`config.mk`:
```
export PLATFORM = sky130hd
export DESIGN_NAME = abrp_top
export DESIGN_NICKNAME = d
export VERILOG_FILES = /design/src/include/abrp_pkg.sv /design/src/verilog/abrp_top.sv /design/src/verilog/abrp_sync.sv
export SDC_FILE = /design/constraint.sdc
export NUM_CORES = 1
export LEC_CHECK = 0
export BUFFER_PORTS_ARGS = -buffer_cell sky130_fd_sc_hd__buf_2
export CORE_ASPECT_RATIO = 0.7
export CORE_MARGIN = 5
export CORE_UTILIZATION = 43
export DETAILED_ROUTE_END_ITERATION = 16
export PLACE_DENSITY = 0.78
export SYNTH_ARGS = -nofsm -noshare
export SYNTH_HDL_FRONTEND = slang
export SYNTH_HIERARCHICAL = 1
export SYNTH_SLANG_ARGS = --single-unit
export TNS_END_PERCENT = 50
```
`constraint.sdc`:
```
create_clock -name i_clk -period 3.8 [get_ports i_clk]
set_clock_uncertainty 0.2 [all_clocks]
set_input_delay 0.38 -clock i_clk [delete_from_list [all_inputs] [get_ports i_clk]]
set_output_delay 0.38 -clock i_clk [all_outputs]
set_load 0.02 [all_outputs]
```
`src/include/abrp_pkg.sv`:
```
package abrp_pkg;
  // Widths of the port
  localparam int ABRP_RES_W = 12;
  localparam int ABRP_DATA_W = 8;
  localparam int ABRP_SPECIAL_W = 8;
  // Upper byte layout
  localparam int ABRP_HI_STATUS_BIT = 7;
  localparam int ABRP_HI_RES_LSB = 8;
  localparam int ABRP_HI_NIBBLE_W = 4;
  localparam logic [2:0] ABRP_HI_PAD = 3'h0;
  // Reset values
  localparam logic [7:0] ABRP_DATA_RST = 8'h00;
  localparam logic [7:0] ABRP_OE_RST = 8'hFF;

  // Host strobes, sampled from pins
  typedef struct packed {
    logic cs_n;
    logic rd_n;
    logic upper_byte_select;
    logic special_function_select;
  } abrp_host_t;

  // Read port state machine
  typedef enum logic [1:0] {
    ABRP_IDLE = 2'b00,
    ABRP_DRIVE = 2'b01
  } abrp_state_t;

  // Whole state of the top module
  typedef struct packed {
    abrp_state_t state;
    logic [7:0] data;
    logic [7:0] oe_n;
    logic busy_n;
  } abrp_top_t;
endpackage

```
`src/verilog/abrp_top.sv`:
```
`timescale 1ns/100ps
module abrp_top (
  input wire logic i_clk,
  input wire logic i_rst,
  input wire logic i_cs_n,
  input wire logic i_rd_n,
  input wire logic i_upper_byte_select,
  input wire logic i_special_function_select,
  input wire logic [11:0] i_result,
  input wire logic [7:0] i_special_reg,
  input wire logic i_conv_active,
  input wire logic [7:0] i_host_data_lines,
  output logic [7:0] o_host_data_lines,
  output logic [7:0] o_host_data_lines_oe_n,
  output logic o_busy_n
);
  import abrp_pkg::*;

  abrp_host_t pins_raw;
  abrp_host_t pins;
  abrp_top_t t_reg;
  abrp_top_t t_next;
  logic read_on;

  // Pin strobes into the clock domain
  assign pins_raw = '{cs_n: i_cs_n, rd_n: i_rd_n,
    upper_byte_select: i_upper_byte_select,
    special_function_select: i_special_function_select};

  abrp_sync u_sync (
    .i_clk(i_clk),
    .i_rst(i_rst),
    .i_pins(pins_raw),
    .o_pins(pins)
  );

  // Byte presented to the host
  function automatic logic [7:0] abrp_byte(input logic spec_sel, input logic hi,
      input logic [11:0] res, input logic [7:0] spec, input logic active);
    logic [7:0] b;
    b = ABRP_DATA_RST;
    if (spec_sel) begin
      b = spec;
    end else if (hi) begin
      b[ABRP_HI_NIBBLE_W-1:0] = res[ABRP_RES_W-1:ABRP_HI_RES_LSB];
      b[ABRP_HI_STATUS_BIT-1:ABRP_HI_NIBBLE_W] = ABRP_HI_PAD;
      b[ABRP_HI_STATUS_BIT] = active;
    end else begin
      b = res[ABRP_DATA_W-1:0];
    end
    return b;
  endfunction

  assign read_on = !pins.cs_n && !pins.rd_n;

  // Next state
  always_comb begin
    t_next = t_reg;
    t_next.busy_n = !i_conv_active;
    t_next.data = abrp_byte(pins.special_function_select,
      pins.upper_byte_select, i_result, i_special_reg, i_conv_active);
    unique case (t_reg.state)
      ABRP_IDLE: begin
        t_next.oe_n = ABRP_OE_RST;
        if (read_on) begin
          t_next.state = ABRP_DRIVE;
          t_next.oe_n = ~ABRP_OE_RST;
        end
      end
      ABRP_DRIVE: begin
        if (!read_on) begin
          t_next.state = ABRP_IDLE;
          t_next.oe_n = ABRP_OE_RST;
        end
      end
      default: begin
        t_next.state = ABRP_IDLE;
        t_next.oe_n = ABRP_OE_RST;
      end
    endcase
  end

  always_ff @(posedge i_clk or posedge i_rst) begin
    if (i_rst) begin
      t_reg <= '{state: ABRP_IDLE, data: ABRP_DATA_RST, oe_n: ABRP_OE_RST,
        busy_n: 1'b1};
    end else begin
      t_reg <= t_next;
    end
  end

  assign o_host_data_lines = t_reg.data;
  assign o_host_data_lines_oe_n = t_reg.oe_n;
  assign o_busy_n = t_reg.busy_n;

  // Checks
  property p_special_route;
    @(posedge i_clk) disable iff (i_rst)
    pins.special_function_select |=> o_host_data_lines == $past(i_special_reg);
  endproperty
  a_special_route: assert property (p_special_route) else $error("register not routed");

  property p_low_byte;
    @(posedge i_clk) disable iff (i_rst)
    !pins.special_function_select && !pins.upper_byte_select
      |=> o_host_data_lines == $past(i_result[7:0]);
  endproperty
  a_low_byte: assert property (p_low_byte) else $error("low byte wrong");

  property p_hi_nibble;
    @(posedge i_clk) disable iff (i_rst)
    !pins.special_function_select && pins.upper_byte_select
      |=> o_host_data_lines[3:0] == $past(i_result[11:8]);
  endproperty
  a_hi_nibble: assert property (p_hi_nibble) else $error("high nibble wrong");

  property p_bit9;
    @(posedge i_clk) disable iff (i_rst)
    !pins.special_function_select && pins.upper_byte_select
      |=> o_host_data_lines[1] == $past(i_result[9]);
  endproperty
  a_bit9: assert property (p_bit9) else $error("line 1 not bit 9");

  property p_pad;
    @(posedge i_clk) disable iff (i_rst)
    !pins.special_function_select && pins.upper_byte_select
      |=> o_host_data_lines[6:4] == 3'h0;
  endproperty
  a_pad: assert property (p_pad) else $error("pad lines not low");

  property p_status;
    @(posedge i_clk) disable iff (i_rst)
    !pins.special_function_select && pins.upper_byte_select
      |=> o_host_data_lines[7] == !o_busy_n;
  endproperty
  a_status: assert property (p_status) else $error("status not inverse busy");

  // Status flag straight from the converter state
  property p_status_conv;
    @(posedge i_clk) disable iff (i_rst)
    !pins.special_function_select && pins.upper_byte_select && i_conv_active
      |=> o_host_data_lines[7];
  endproperty
  a_status_conv: assert property (p_status_conv) else $error("status low while busy");

  property p_status_done;
    @(posedge i_clk) disable iff (i_rst)
    !pins.special_function_select && pins.upper_byte_select && !i_conv_active
      |=> !o_host_data_lines[7];
  endproperty
  a_status_done: assert property (p_status_done) else $error("status high when done");

  property p_result_map;
    @(posedge i_clk) disable iff (i_rst)
    !pins.special_function_select |=> o_host_data_lines == ($past(pins.upper_byte_select)
      ? {$past(i_conv_active), 3'h0, $past(i_result[11:8])} : $past(i_result[7:0]));
  endproperty
  a_result_map: assert property (p_result_map) else $error("result map wrong");

  property p_drive;
    @(posedge i_clk) disable iff (i_rst)
    read_on && t_reg.state == ABRP_IDLE |=> o_host_data_lines_oe_n == 8'h00
      ##1 (!$past(read_on) || o_host_data_lines_oe_n == 8'h00);
  endproperty
  a_drive: assert property (p_drive) else $error("read not driven");

  property p_release;
    @(posedge i_clk) disable iff (i_rst)
    !read_on |=> o_host_data_lines_oe_n == 8'hFF;
  endproperty
  a_release: assert property (p_release) else $error("bus not released");

  // Pin to bus latency, two sync stages plus the output register
  property p_access_time;
    @(posedge i_clk) disable iff (i_rst)
    (!i_cs_n && !i_rd_n) [*2]
      |-> ##2 o_host_data_lines_oe_n == 8'h00;
  endproperty
  a_access_time: assert property (p_access_time) else $error("read not answered");

  property p_release_time;
    @(posedge i_clk) disable iff (i_rst)
    i_cs_n [*2]
      |-> ##2 o_host_data_lines_oe_n == 8'hFF;
  endproperty
  a_release_time: assert property (p_release_time) else $error("release late");

  property p_busy;
    @(posedge i_clk) disable iff (i_rst)
    i_conv_active |=> !o_busy_n;
  endproperty
  a_busy: assert property (p_busy) else $error("busy not low");

  property p_busy_high;
    @(posedge i_clk) disable iff (i_rst)
    !i_conv_active
      |=> o_busy_n;
  endproperty
  a_busy_high: assert property (p_busy_high) else $error("busy not high");

  c_low_read: cover property (@(posedge i_clk) read_on && !pins.upper_byte_select);
  c_hi_read: cover property (@(posedge i_clk) read_on && pins.upper_byte_select);
  c_special_read: cover property (@(posedge i_clk) read_on && pins.special_function_select);
  c_upper_busy: cover property (@(posedge i_clk) read_on && pins.upper_byte_select && i_conv_active);
  c_conv_end: cover property (@(posedge i_clk) $fell(i_conv_active));
endmodule

```
`src/verilog/abrp_sync.sv`:
```
`timescale 1ns/100ps
// Two-flop synchroniser for the host strobe pins
module abrp_sync (
  input wire logic i_clk,
  input wire logic i_rst,
  input wire abrp_pkg::abrp_host_t i_pins,
  output abrp_pkg::abrp_host_t o_pins
);
  import abrp_pkg::*;

  typedef struct packed {
    abrp_host_t meta;
    abrp_host_t sync;
  } abrp_sync_t;

  abrp_sync_t s_reg;
  abrp_sync_t s_next;

  // Idle strobes high, selects low
  localparam abrp_host_t ABRP_HOST_IDLE = '{cs_n: 1'b1, rd_n: 1'b1,
    upper_byte_select: 1'b0, special_function_select: 1'b0};

  // Shift chain
  always_comb begin
    s_next.meta = i_pins;
    s_next.sync = s_reg.meta;
  end

  always_ff @(posedge i_clk or posedge i_rst) begin
    if (i_rst) begin
      s_reg <= '{meta: ABRP_HOST_IDLE, sync: ABRP_HOST_IDLE};
    end else begin
      s_reg <= s_next;
    end
  end

  assign o_pins = s_reg.sync;
endmodule

```
### Word-level counts from Yosys, hierarchy flattened

Cells that the tools add are included.
W data, S select, Z words.

| word-level totals | value |
|---|---|
| input port bits | 35 |
| output and inout bits | 17 |
| memories kept | 0 |
| register bits | 27 |
| latch bits | 0 |
| memory bits (writable) | 0 |
| memory bits (read-only) | 0 |

| operators by class | value |
|---|---|
| shift operators | 0 |
| reductions and logical operators | 6 |
| order comparisons | 0 |
| multiplexer cells | 8 |
| bitwise gates (word level) | 0 |
| $add $sub $neg | 0 |
| divide/modulo/power cells | 0 |
| multiply operators | 0 |
| eq/ne operators | 3 |

Operators by type and width:

| cell | count |
|---|---|
| $mux W8 | 4 |
| $pmux W8 S2 | 1 |
| $mux W2 | 2 |
| $ne A2 B2 Y1 const B | 2 |
| $pmux W2 S2 | 1 |
| $logic_not A1 Y1 | 3 |
| $eq A2 B1 Y1 const B | 1 |
| $logic_not A2 Y1 | 1 |
| $reduce_and A2 Y1 | 1 |
| $logic_and A1 B1 Y1 | 1 |

### Depth between registers and ports, before layout

Gate-level depths: netlist (run 1).

| depth | value |
|---|---|
| depth in word-level cells | 4 |
| gate-level depth with buffers | 4 |
| gate-level depth less buffers | 4 |

### Cells and area by module

The synthesis (run 1) kept the hierarchy.

By module, submodules not included:

| module | area each (sq um) | instances | cells each | sequential area each (sq um) |
|---|---|---|---|---|
| abrp_top | 630.6 | 1 | 61 | 277.8 |
| abrp_sync | 209.0 | 1 | 9 | 205.2 |

### Worst setup path before layout (run 1)

OpenSTA, ideal clock, no wires.

| path | value |
|---|---|
| kind | reg2out |
| from | reg o_host_data_lines_oe_n[6] (netlist name) |
| to | out o_host_data_lines_oe_n[0] |
| slack | 2.500 ns |
| buffers on the path | 1 |
| data arrival time | 0.720 ns |
| cell stages (with the launch flop) | 2 |
| cell sequence | dfstp_2 -> buf_4 |

RTL lines:

| element | RTL line | source |
|---|---|---|
| end: declaration | abrp_top.sv:14 | `output logic [7:0] o_host_data_lines_oe_n,` |

==> key figures, run 1 <==
STA
  • Max-slew violation count: 0
  • Slew @ Worst Pin: 477 ps
  • Min Tclk post-route: 1640 ps
  • Final setup violation count: 0
  • Relative slew margins: 0.682
  • Final hold violation count: 0
  • Fmax: 0.611 GHz
  • Setup TNS: 0 ps
  • Final cycle utilization of the critical path: 0.431
  • Unrepaired setup endpoints after global routing: false

Setup path
  • Delay-heaviest family, CP: flip-flops
  • Worst endpoint required time: 3220 ps
  • Worst R2R Setup Slack: 2520 ps
  • CP Capture Type: output port
  • Crit-path max FO: 9
  • Slowest stage cell, crit path: dfstp_2
  • Critical path class: reg -> out
  • Crit-path cells: buf_2
  • WP buf/inv: 1
  • Max incr delay on CP: 590 ps
  • Critical Path Start Type: register
  • CP arrival: 1060 ps

Place
  • RePlAce Congestion: 0.706
  • DP HPWL: 1080 µm
  • DP Area: 940 µm²
  • PortBufs: 43

Clock network
  • Max Buffers Root-to-Sink: 2
  • Postcts setup bufs: 0
  • CTS buffer count: 3
  • CTS sink cnt: 19
  • CTS Root Cell: clkbuf_4
  • CTS tree: built
  • Skew-Pair Late Insertion Delay: 280 ps
  • H-tree lvl count: 1
  • CTS clock-pin slew for the worst setup and hold paths: 100 ps

Global routing
  • Gr usage total: 0.0867
  • Number of global-route vias before repair: 419
  • GR Overflow Total: 0
  • Largest net degree at the start of global routing: 17
  • Initial antenna violation count: 0
  • First-pass GRT wire length: 1900 µm

Floorplanning
  • DIE WIDTH: 62.8 µm
  • Row count: 13
  • Core ar.: 1850 µm²
  • Initial core utilization: 0.453
  • Height of the die: 47.0 µm
  • IO Count: 52
  • Die area: 2950 µm²

Logic synthesis
  • Syn Nets: 107
  • Simple-gate share of the synthesized area: 0.0686
  • Post-synthesis sequential element count: 19
  • Synth Area in XOR/XNOR: 0.0104
  • Synth Area per Inst: 12.0 µm²
  • Synth Cell Area: 840 µm²
  • Mux cell area share after synthesis: 0.0596
  • Sequential-to-total area share from yosys stat: 0.575
  • Synth unique cells: 16
  • Post-synthesis compound-gate area fraction: 0.0686
  • Main combinational cell family by area after synthesis: buffers and inverters
  • Cells after Synth: 70
  • Synth Warn #: 6
  • Adder-Cell Fraction of Synth Area: 0.0298

Power and ir drop
  • Sw Pwr: 0.143 mW
  • PwrDens: 457 nW/µm²
  • Sequential share of power: 0.525
  • Sw Share: 0.309
  • Lkg Pwr: 0.536 nW
  • Pint: 0.321 mW
  • Power, Total: 0.464 mW
  • Clock Power Share: 0.203
  • Peak VDD IR: 0.000285 V
  • Gate power share: 0.272

Drt
  • Residual DRC: 0
  • Initial DRT Pass Iterations: 4
  • Routed WL: 1340 µm
  • WL/cell: 10.7 µm
  • Initial drt markers: 8
  • Vias per cell: 4.14
  • DR vias: 522
  • Post-route ant nets: 0

Layout
  • Reg area: 483 µm²
  • Design Area, Final: 1020 µm²
  • # diodes: 0
  • Fill cells: 169
  • Max FFs per register: 8
  • Multi-input logic area: 199 µm²
  • # nets final: 142
  • Layout cell share with drive strength beyond 1: 0.538
  • Final Core Density: 0.548
  • Synthesis-to-finish area growth: 21.0%

Flow run
  • Max-Cap Viols: 0

Status
  • Status: complete, no violations

Worst hold path
  • Worst Hold Class: in -> reg
## cells by family (layout without fill, tap and decap cells)
group	Yosys count	in the layout
compound gates	9	9
xor+xnor	1	1
fa+ha+maj	2	2
buf+inv	22	56
flops	19	19
mux	5	5
simple gates	12	12
## routing by layer
metal	GRT usage	part of all wire	wire length [µm]
met2	0.136	0.50	668
met3	0.0550	0.11	141
met4	0.0254	0.0060	8
met1	0.100	0.39	524
met5	0	0	0
## Yosys cell counts
cell,instances,share of area
buf_4,16,0.14
dfrtp_1,13,0.39
nand2_1,8,0.036
dfstp_2,6,0.19
mux2i_1,5,0.060
inv_1,4,0.018
o21ai_1,4,0.024
buf_6,2,0.027
ha_1,2,0.030
nor2_1,2,0.0089
o21ai_0,2,0.012
o21ai_2,2,0.021
a22o_2,1,0.012
nand2b_1,1,0.0075
nand2b_4,1,0.016
xnor2_1,1,0.010
## path summary, 6_finish.rpt
kind	from	depth (start not counted)	end
worst max-delay path	o_host_data_lines_oe_n[6]$_DFFE_PP1P_	1	o_host_data_lines_oe_n[1]
worst min-delay path	i_conv_active	2	o_busy_n$_DFF_PP1_
worst max register to register	u_sync/o_pins[2]$_DFF_PP1_	3	t_reg[17]$_DFFE_PP0P_
worst min register to register	u_sync/s_next[2]$_DFF_PP1_	0	u_sync/o_pins[2]$_DFF_PP1_
max in group asynchronous	i_rst	3	o_busy_n$_DFF_PP1_
min in group asynchronous	i_rst	3	u_sync/s_next[1]$_DFF_PP0_
## power by group through the flow
stage	clock [mW]	sequential, mW	combinational, mW
detailed placement	0	0.248	0.125
CTS	0.0996	0.244	0.129
global placement	0	0.247	0.121
global route	0.107	0.248	0.137
floorplan	0	0.245	0.122
finish	0.0941	0.244	0.126
## cell usage in the layout, fill, tap and decap left out
cell            n
a22o_2          1
buf_2          43
clkbuf_1        1
clkbuf_4        3
dfrtp_1        13
dfstp_2         6
dlygate4sd3_1   5
ha_1            2
inv_1           4
mux2i_1         5
nand2_1         8
nand2b_1        1
nand2b_4        1
nor2_1          2
o21ai_0         2
o21ai_1         4
o21ai_2         2
xnor2_1         1
## metrics by stage
stage / setup WS [ps] / cells / hold WS, ps
after floorplan: 2500 / 70 / -7.20
after global placement: 2480 / 117 / 123
after detailed placement: 2470 / 117 / 138
after CTS: 2140 / 126 / 2.83
after global routing: 2090 / 126 / 0.275
final: 2160 / 126 / 12.7
## repair_timing
action,in CTS,in global routing
hold endpoints to repair,17,0
gates resized for setup,0,0
hold buffers,5,0
## layout make-up
type                       count  share of cell area
sequential                    19               0.475
timing repair buffer          48               0.261
multi-input combinational     29               0.196
tap                           22              0.0271
clock buffer                   4              0.0259
inverter                       4              0.0148
No activity file was read; power rests on OpenSTA's default activity.
==> run 2, diff against run 1 <==
--- a/config.mk
+++ b/config.mk
@@ -8,9 +8,9 @@
 export BUFFER_PORTS_ARGS = -buffer_cell sky130_fd_sc_hd__buf_2
 export CORE_ASPECT_RATIO = 0.7
 export CORE_MARGIN = 5
-export CORE_UTILIZATION = 43
+export CORE_UTILIZATION = 41
 export DETAILED_ROUTE_END_ITERATION = 16
-export PLACE_DENSITY = 0.78
+export PLACE_DENSITY = 0.75
 export SYNTH_ARGS = -nofsm -noshare
 export SYNTH_HDL_FRONTEND = slang
 export SYNTH_HIERARCHICAL = 1
==> constraint.sdc (replaced) <==
create_clock -name i_clk -period 1.7 [get_ports i_clk]
set_clock_uncertainty 0.2 [all_clocks]
set_input_delay 0.17 -clock i_clk [delete_from_list [all_inputs] [get_ports i_clk]]
set_output_delay 0.17 -clock i_clk [all_outputs]
set_load 0.02 [all_outputs]
==> run 2 against run 1 <==
  * Critical path depth increased by 2
  * Register-to-register slack got worse by 2400 ps
  * Cell count increased by 17%
  * Largest cell class unchanged
  * Final area increased by 21%
  * Non-clock buffer count increased by 21
  * Combinational power increased to 2.5 times the previous value
  * Via count increased by 21%
  * Highest routed layer unchanged
  * Worst setup slack got worse by 2100 ps
  * Routed wire length increased by 49%
  * Utilization increased by 9.8 points
==> key figures, run 2 (synthesis results as in run 1) <==
Layout
  • Multi-input logic area: 199 µm² (unchanged)
  • Synthesis-to-finish area growth: 46.3% (was 21.0%)
  • # diodes: 0 (unchanged)
  • Fill cells: 145 (was 169)
  • Max FFs per register: 8 (unchanged)
  • Most frequent cells in the layout: 43 x buf_2, 26 x dlygate4sd3_1, 11 x dfrtp_1 (was 43 x buf_2, 13 x dfrtp_1, 8 x nand2_1)
  • # nets final: 163 (was 142)
  • Reg area: 485 µm² (was 483 µm²)
  • Commonest non-fill, non-tap cell in the layout: buf_2 (unchanged)
  • Layout cell share with drive strength beyond 1: 0.464 (was 0.538)

Clock network
  • Skew-Pair Late Insertion Delay: 290 ps (was 280 ps)
  • H-tree lvl count: 1 (unchanged)
  • CTS clock-pin slew for the worst setup and hold paths: 90 ps (was 100 ps)
  • Max Buffers Root-to-Sink: 2 (unchanged)
  • CTS buffer count: 3 (unchanged)
  • CTS tree: built (unchanged)
  • CTS Root Cell: clkbuf_4 (unchanged)
  • CTS sink cnt: 19 (unchanged)

Setup path
  • Critical Path Start Type: register (unchanged)
  • R2R Path End: o_host_data_lines[5]$_DFF_PP0_ (was t_reg[17]$_DFFE_PP0P_)
  • WP buf/inv: 1 (unchanged)
  • Worst endpoint required time: 1740 ps (was 3220 ps)
  • RR Startpoint: u_sync/o_pins[1]$_DFF_PP0_ (was u_sync/o_pins[2]$_DFF_PP1_)
  • CP Capture Type: register (was output port)
  • Worst R2R Setup Slack: 110 ps (was 2520 ps)
  • Slowest stage cell, crit path: dlygate4sd3_1 (was dfstp_2)
  • Delay-heaviest family, CP: buffers and inverters (was flip-flops)
  • Crit-path cells: nand2b_1 -> o21ai_2 -> dlygate4sd3_1 (was buf_2)
  • Crit-path max FO: 8 (was 9)
  • Critical path class: reg -> reg (was reg -> out)
  • Max incr delay on CP: 550 ps (was 590 ps)
  • CP arrival: 1630 ps (was 1060 ps)
  • FF-to-FF path depth: 3 (unchanged)

STA
  • Hold WS: 141 ps (was 12.7 ps)
  • Max-slew violation count: 0 (unchanged)
  • Min Tclk post-route: 1590 ps
  • Final cycle utilization of the critical path: 0.935
  • Relative slew margins: 0.716 (was 0.682)
  • Setup TNS: 0 ps (unchanged)
  • Setup WS post-layout: 111 ps (was 2160 ps)
  • Fmax: 0.629 GHz
  • Final hold violation count: 0 (unchanged)
  • Final setup violation count: 0 (unchanged)
  • Unrepaired setup endpoints after global routing: false (unchanged)
  • Slew @ Worst Pin: 425 ps (was 477 ps)

Flow run
  • Max-Cap Viols: 0 (unchanged)

Place
  • PortBufs: 43 (unchanged)
  • RePlAce Congestion: 0.704 (was 0.706)
  • DP HPWL: 1160 µm (was 1080 µm)
  • DP Worst Slack: 426 ps (was 2470 ps)

Drt
  • Post-route ant nets: 0 (unchanged)
  • Vias per cell: 4.29 (was 4.14)
  • Routed WL: 1990 µm (was 1340 µm)
  • Residual DRC: 0 (unchanged)
  • Initial drt markers: 19 (was 8)
  • Initial DRT Pass Iterations: 3 (was 4)
  • WL/cell: 13.6 µm (was 10.7 µm)
  • DR vias: 631 (was 522)

Floorplanning
  • IO Count: 52 (unchanged)
  • Die area: 3070 µm² (was 2950 µm²)
  • Initial core utilization: 0.441 (was 0.453)
  • DIE WIDTH: 64.1 µm (was 62.8 µm)
  • Height of the die: 47.9 µm (was 47.0 µm)
  • Row count: 13 (unchanged)
  • Core ar.: 1900 µm² (was 1850 µm²)

Global routing
  • Initial antenna violation count: 0 (unchanged)
  • Gr usage total: 0.139 (was 0.0867)
  • Number of global-route vias before repair: 626 (was 419)
  • First-pass GRT wire length: 2890 µm (was 1900 µm)
  • Largest net degree at the start of global routing: 17 (unchanged)
  • GR Overflow Total: 0 (unchanged)

Power and ir drop
  • Peak VDD IR: 0.000564 V (was 0.000285 V)
  • Lkg Pwr: 0.623 nW (was 0.536 nW)
  • Power, Total: 1.09 mW (was 0.464 mW)
  • PwrDens: 885 nW/µm² (was 457 nW/µm²)

Worst hold path
  • Worst Hold Class: in -> async (was in -> reg)

Status
  • Status: complete, no violations (unchanged)
run 2: metal layers:
layer,part of all wire,track usage,vias up
li1,-,-,316
met1,0.32,0.120,286
met4,0.032,0.104,0
met3,0.070,0.0587,6
met2,0.58,0.269,23
met5,0,0,-
run 2: power breakdown:
part / switching, mW / leakage (nW) / internal [mW] / total, mW
clock network: 0.129 / 0.0150 / 0.0915 / 0.220
logic: 0.170 / 0.391 / 0.150 / 0.320
registers: 0.0390 / 0.217 / 0.508 / 0.547
run 2: stage by stage:
| step | utilization | instance area [µm²] | cells |
|---|---|---|---|
| 6_report | 0.646 | 1230 | 147 |
| 3_3_place_gp | 0.494 | 940 | 117 |
| 4_1_cts | 0.644 | 1230 | 147 |
| 2_1_floorplan | - | 840 | 70 |
| 3_5_place_dp | 0.494 | 940 | 117 |
| 5_1_grt | 0.646 | 1230 | 147 |
run 2: final cells by class:
cell class                      instances  area share
Timing Repair Buffer                   69       0.387
Clock buffer                            4      0.0214
Multi-Input combinational cell         29       0.162
Inverter                                4      0.0122
Tap cell                               22      0.0224
Sequential cell                        19       0.395
run 2: what timing repair did:
action                                  in CTS  in global routing
hold buffers                                26                  0
resized for setup                            0                  2
endpoints found under the setup margin       0                  1
setup buffers                                0                  0
endpoints found under the hold margin       32                  0
run 2: worst max-delay path by stage:
| stage | start | to | slack, ps | cells past startpoint |
|---|---|---|---|---|
| finish | u_sync/o_pins[1]$_DFF_PP0_ | o_host_data_lines[5]$_DFF_PP0_ | 110 | 3 |
| global route | u_sync/o_pins[1]$_DFF_PP0_ | o_host_data_lines[5]$_DFF_PP0_ | 70 | 3 |
| CTS | u_sync/o_pins[0]$_DFF_PP0_ | o_host_data_lines[5]$_DFF_PP0_ | 30 | 3 |
| detailed placement | u_sync/o_pins[3]$_DFF_PP1_ | t_reg[17]$_DFFE_PP0P_ | 430 | 3 |
| global placement | u_sync/o_pins[2]$_DFF_PP1_ | t_reg[17]$_DFFE_PP0P_ | 440 | 3 |
| floorplan | u_sync/o_pins[2]$_DFF_PP1_ | t_reg[17]$_DFFE_PP0P_ | 450 | 3 |
run 2: worst reg2reg max path, cell delays in order, from the launching register on:
cell	delay, ps
dfrtp_2	500
nand2b_1	180
o21ai_2	100
dlygate4sd3_1	550
==> run 3, diff against run 2 <==
--- a/config.mk
+++ b/config.mk
@@ -5,12 +5,12 @@
 export SDC_FILE = /design/constraint.sdc
 export NUM_CORES = 1
 export LEC_CHECK = 0
-export BUFFER_PORTS_ARGS = -buffer_cell sky130_fd_sc_hd__buf_2
 export CORE_ASPECT_RATIO = 0.7
-export CORE_MARGIN = 5
-export CORE_UTILIZATION = 41
+export CORE_MARGIN = 10
+export CORE_UTILIZATION = 43
 export DETAILED_ROUTE_END_ITERATION = 16
-export PLACE_DENSITY = 0.75
+export DONT_BUFFER_PORTS = 1
+export PLACE_DENSITY = 0.56
 export SYNTH_ARGS = -nofsm -noshare
 export SYNTH_HDL_FRONTEND = slang
 export SYNTH_HIERARCHICAL = 1
==> run 3 against run 2 <==
  * Worst hold slack worse by 82 ps
  * Total power decreased by 5.5%
  * Maximum frequency about the same
==> key figures, run 3 (synthesis results as in run 1) <==
STA
  • Unrepaired setup endpoints after global routing: false (unchanged)
  • Max-slew violation count: 0 (unchanged)
  • Min Tclk post-route: 1590 ps (about the same)
  • Fmax: 0.629 GHz (about the same)
  • Setup TNS: 0 ps (unchanged)
  • Final cycle utilization of the critical path: 0.935 (about the same)
  • Setup WS post-layout: 110 ps (was 111 ps)
  • Final setup violation count: 0 (unchanged)
  • Final hold violation count: 0 (unchanged)
  • Slew @ Worst Pin: 431 ps (was 425 ps)
  • Relative slew margins: 0.712 (was 0.716)

Place
  • RePlAce Congestion: 0.587 (was 0.704)
  • DP Worst Slack: 405 ps (was 426 ps)
  • PortBufs: 0 (was 43)

Setup path
  • Max incr delay on CP: 550 ps (about the same)
  • CP Capture Type: register (unchanged)
  • Worst endpoint required time: 1730 ps (was 1740 ps)
  • Critical path class: reg -> reg (unchanged)
  • Crit-path max FO: 8 (unchanged)
  • Critical Path Start Type: register (unchanged)
  • Slowest stage cell, crit path: dlygate4sd3_1 (unchanged)
  • Crit-path cells: nand2b_1 -> o21ai_2 -> dlygate4sd3_1 (unchanged)
  • CP arrival: 1620 ps (was 1630 ps)

Power and ir drop
  • Lkg Pwr: 0.472 nW (was 0.623 nW)
  • Peak VDD IR: 0.000740 V (was 0.000564 V)
  • PwrDens: 994 nW/µm² (was 885 nW/µm²)

Clock network
  • CTS Root Cell: clkbuf_4 (unchanged)
  • Max Buffers Root-to-Sink: 2 (unchanged)
  • CTS tree: built (unchanged)
  • CTS buffer count: 3 (unchanged)
  • CTS sink cnt: 19 (unchanged)
  • Skew-Pair Late Insertion Delay: 290 ps (about the same)
  • H-tree lvl count: 1 (unchanged)
  • Postcts setup bufs: 0 (unchanged)
  • CTS clock-pin slew for the worst setup and hold paths: 100 ps (was 90 ps)

Layout
  • Layout cell share with drive strength beyond 1: 0.205 (was 0.464)
  • Max FFs per register: 8 (unchanged)
  • Synthesis-to-finish area growth: 23.2% (was 46.3%)
  • Most frequent cells in the layout: 26 x dlygate4sd3_1, 11 x dfrtp_1, 8 x nand2_1 (was 43 x buf_2, 26 x dlygate4sd3_1, 11 x dfrtp_1)
  • Final Core Density: 0.558 (was 0.646)
  • Commonest non-fill, non-tap cell in the layout: dlygate4sd3_1 (was buf_2)
  • # diodes: 0 (unchanged)
  • Multi-input logic area: 199 µm² (unchanged)
  • # nets final: 121 (was 163)
  • Reg area: 485 µm² (unchanged)
  • Fill cells: 166 (was 145)

Floorplanning
  • IO Count: 52 (unchanged)
  • Row count: 13 (unchanged)
  • Height of the die: 57.0 µm (was 47.9 µm)
  • Core ar.: 1850 µm² (was 1900 µm²)
  • DIE WIDTH: 72.8 µm (was 64.1 µm)
  • Die area: 4150 µm² (was 3070 µm²)
  • Initial core utilization: 0.453 (was 0.441)

Global routing
  • Largest net degree at the start of global routing: 17 (unchanged)
  • Gr usage total: 0.0819 (was 0.139)
  • Initial antenna violation count: 0 (unchanged)
  • First-pass GRT wire length: 2670 µm (was 2890 µm)
  • GR Overflow Total: 0 (unchanged)
  • Number of global-route vias before repair: 549 (was 626)

Drt
  • WL/cell: 15.1 µm (was 13.6 µm)
  • Routed WL: 1590 µm (was 1990 µm)
  • Post-route ant nets: 0 (unchanged)
  • Met1 wire length: 626 µm (was 644 µm)
  • DR vias: 478 (was 631)
  • Met3 WL: 129 µm (was 139 µm)
  • Residual DRC: 0 (unchanged)
  • Vias per cell: 4.55 (was 4.29)
  • Initial drt markers: 4 (was 19)
  • Top Layer Used: met4 (unchanged)
  • Met2 wire length: 824 µm (was 1150 µm)
  • Initial DRT Pass Iterations: 2 (was 3)

Worst hold path
  • Worst Hold Class: in -> async (unchanged)

Flow run
  • Max-Cap Viols: 0 (unchanged)

Status
  • Status: complete, no violations (unchanged)
[run 3: cell count changes in the layout (fill, tap and decap cells not counted), sizes merged]
cell    delta
clkinv     +1
buf       -42
clkbuf     -1
[run 3: final timing paths]
path / endpoint / from / slack [ps] / cells past startpoint
hold / removal: u_sync/s_next[0]$_DFF_PP0_ / i_rst / 60 / 2
hold reg to reg: u_sync/o_pins[3]$_DFF_PP1_ / u_sync/s_next[3]$_DFF_PP1_ / 160 / 0
setup reg to reg: o_host_data_lines[5]$_DFF_PP0_ / u_sync/o_pins[1]$_DFF_PP0_ / 110 / 3
setup / recovery: o_host_data_lines[5]$_DFF_PP0_ / u_sync/o_pins[1]$_DFF_PP0_ / 110 / 3
max in group asynchronous: o_busy_n$_DFF_PP1_ / i_rst / 840 / 2
min in group i_clk: u_sync/o_pins[3]$_DFF_PP1_ / u_sync/s_next[3]$_DFF_PP1_ / 160 / 0
[run 3: where the power goes]
part / switching [mW] / internal, mW / total, mW
clock network: 0.131 / 0.0874 / 0.218
logic: 0.131 / 0.110 / 0.241
registers: 0.0604 / 0.509 / 0.569
total: 0.322 / 0.706 / 1.03
[run 3: per-layer routing]
layer	track usage	up-vias
met2	0.136	27
met4	0.00811	0
met1	0.0875	215
met5	0	-
li1	-	234
met3	0.0553	2
[run 3: area by class of cell]
| cell class | count | share of cell area |
|---|---|---|
| flip-flops and latches | 19 | 0.469 |
| repair buffers | 27 | 0.271 |
| multi-input cells | 29 | 0.192 |
| well taps | 22 | 0.0266 |
| clock buffers | 3 | 0.0218 |
| inverters | 4 | 0.0145 |
| clock inverters | 1 | 0.00484 |
[run 3: repair_timing]
action                                 in CTS  in global routing
hold buffers                               26                  0
gates resized for setup                     0                  2
endpoints found under the hold margin      32                  0
setup endpoints to repair                   0                  1
[run 3: worst max-delay path, delay by kind of cell (launching register included)]
family / cells / cell delay (ps)
buf+inv: 1 / 550
flops: 1 / 500
simple gates: 1 / 180
compound gates: 1 / 100
[run 3: through the flow]
stage / power, mW / hold slack, ps / instance area [µm²] / cells
after floorplan: 0.820 / -217 / 840 / 70
after global placement: 0.766 / -197 / 744 / 75
after detailed placement: 0.773 / -192 / 744 / 75
after CTS: 1.04 / 63.1 / 1030 / 105
after global routing: 1.10 / 82.0 / 1030 / 105
final: 1.03 / 58.5 / 1030 / 105
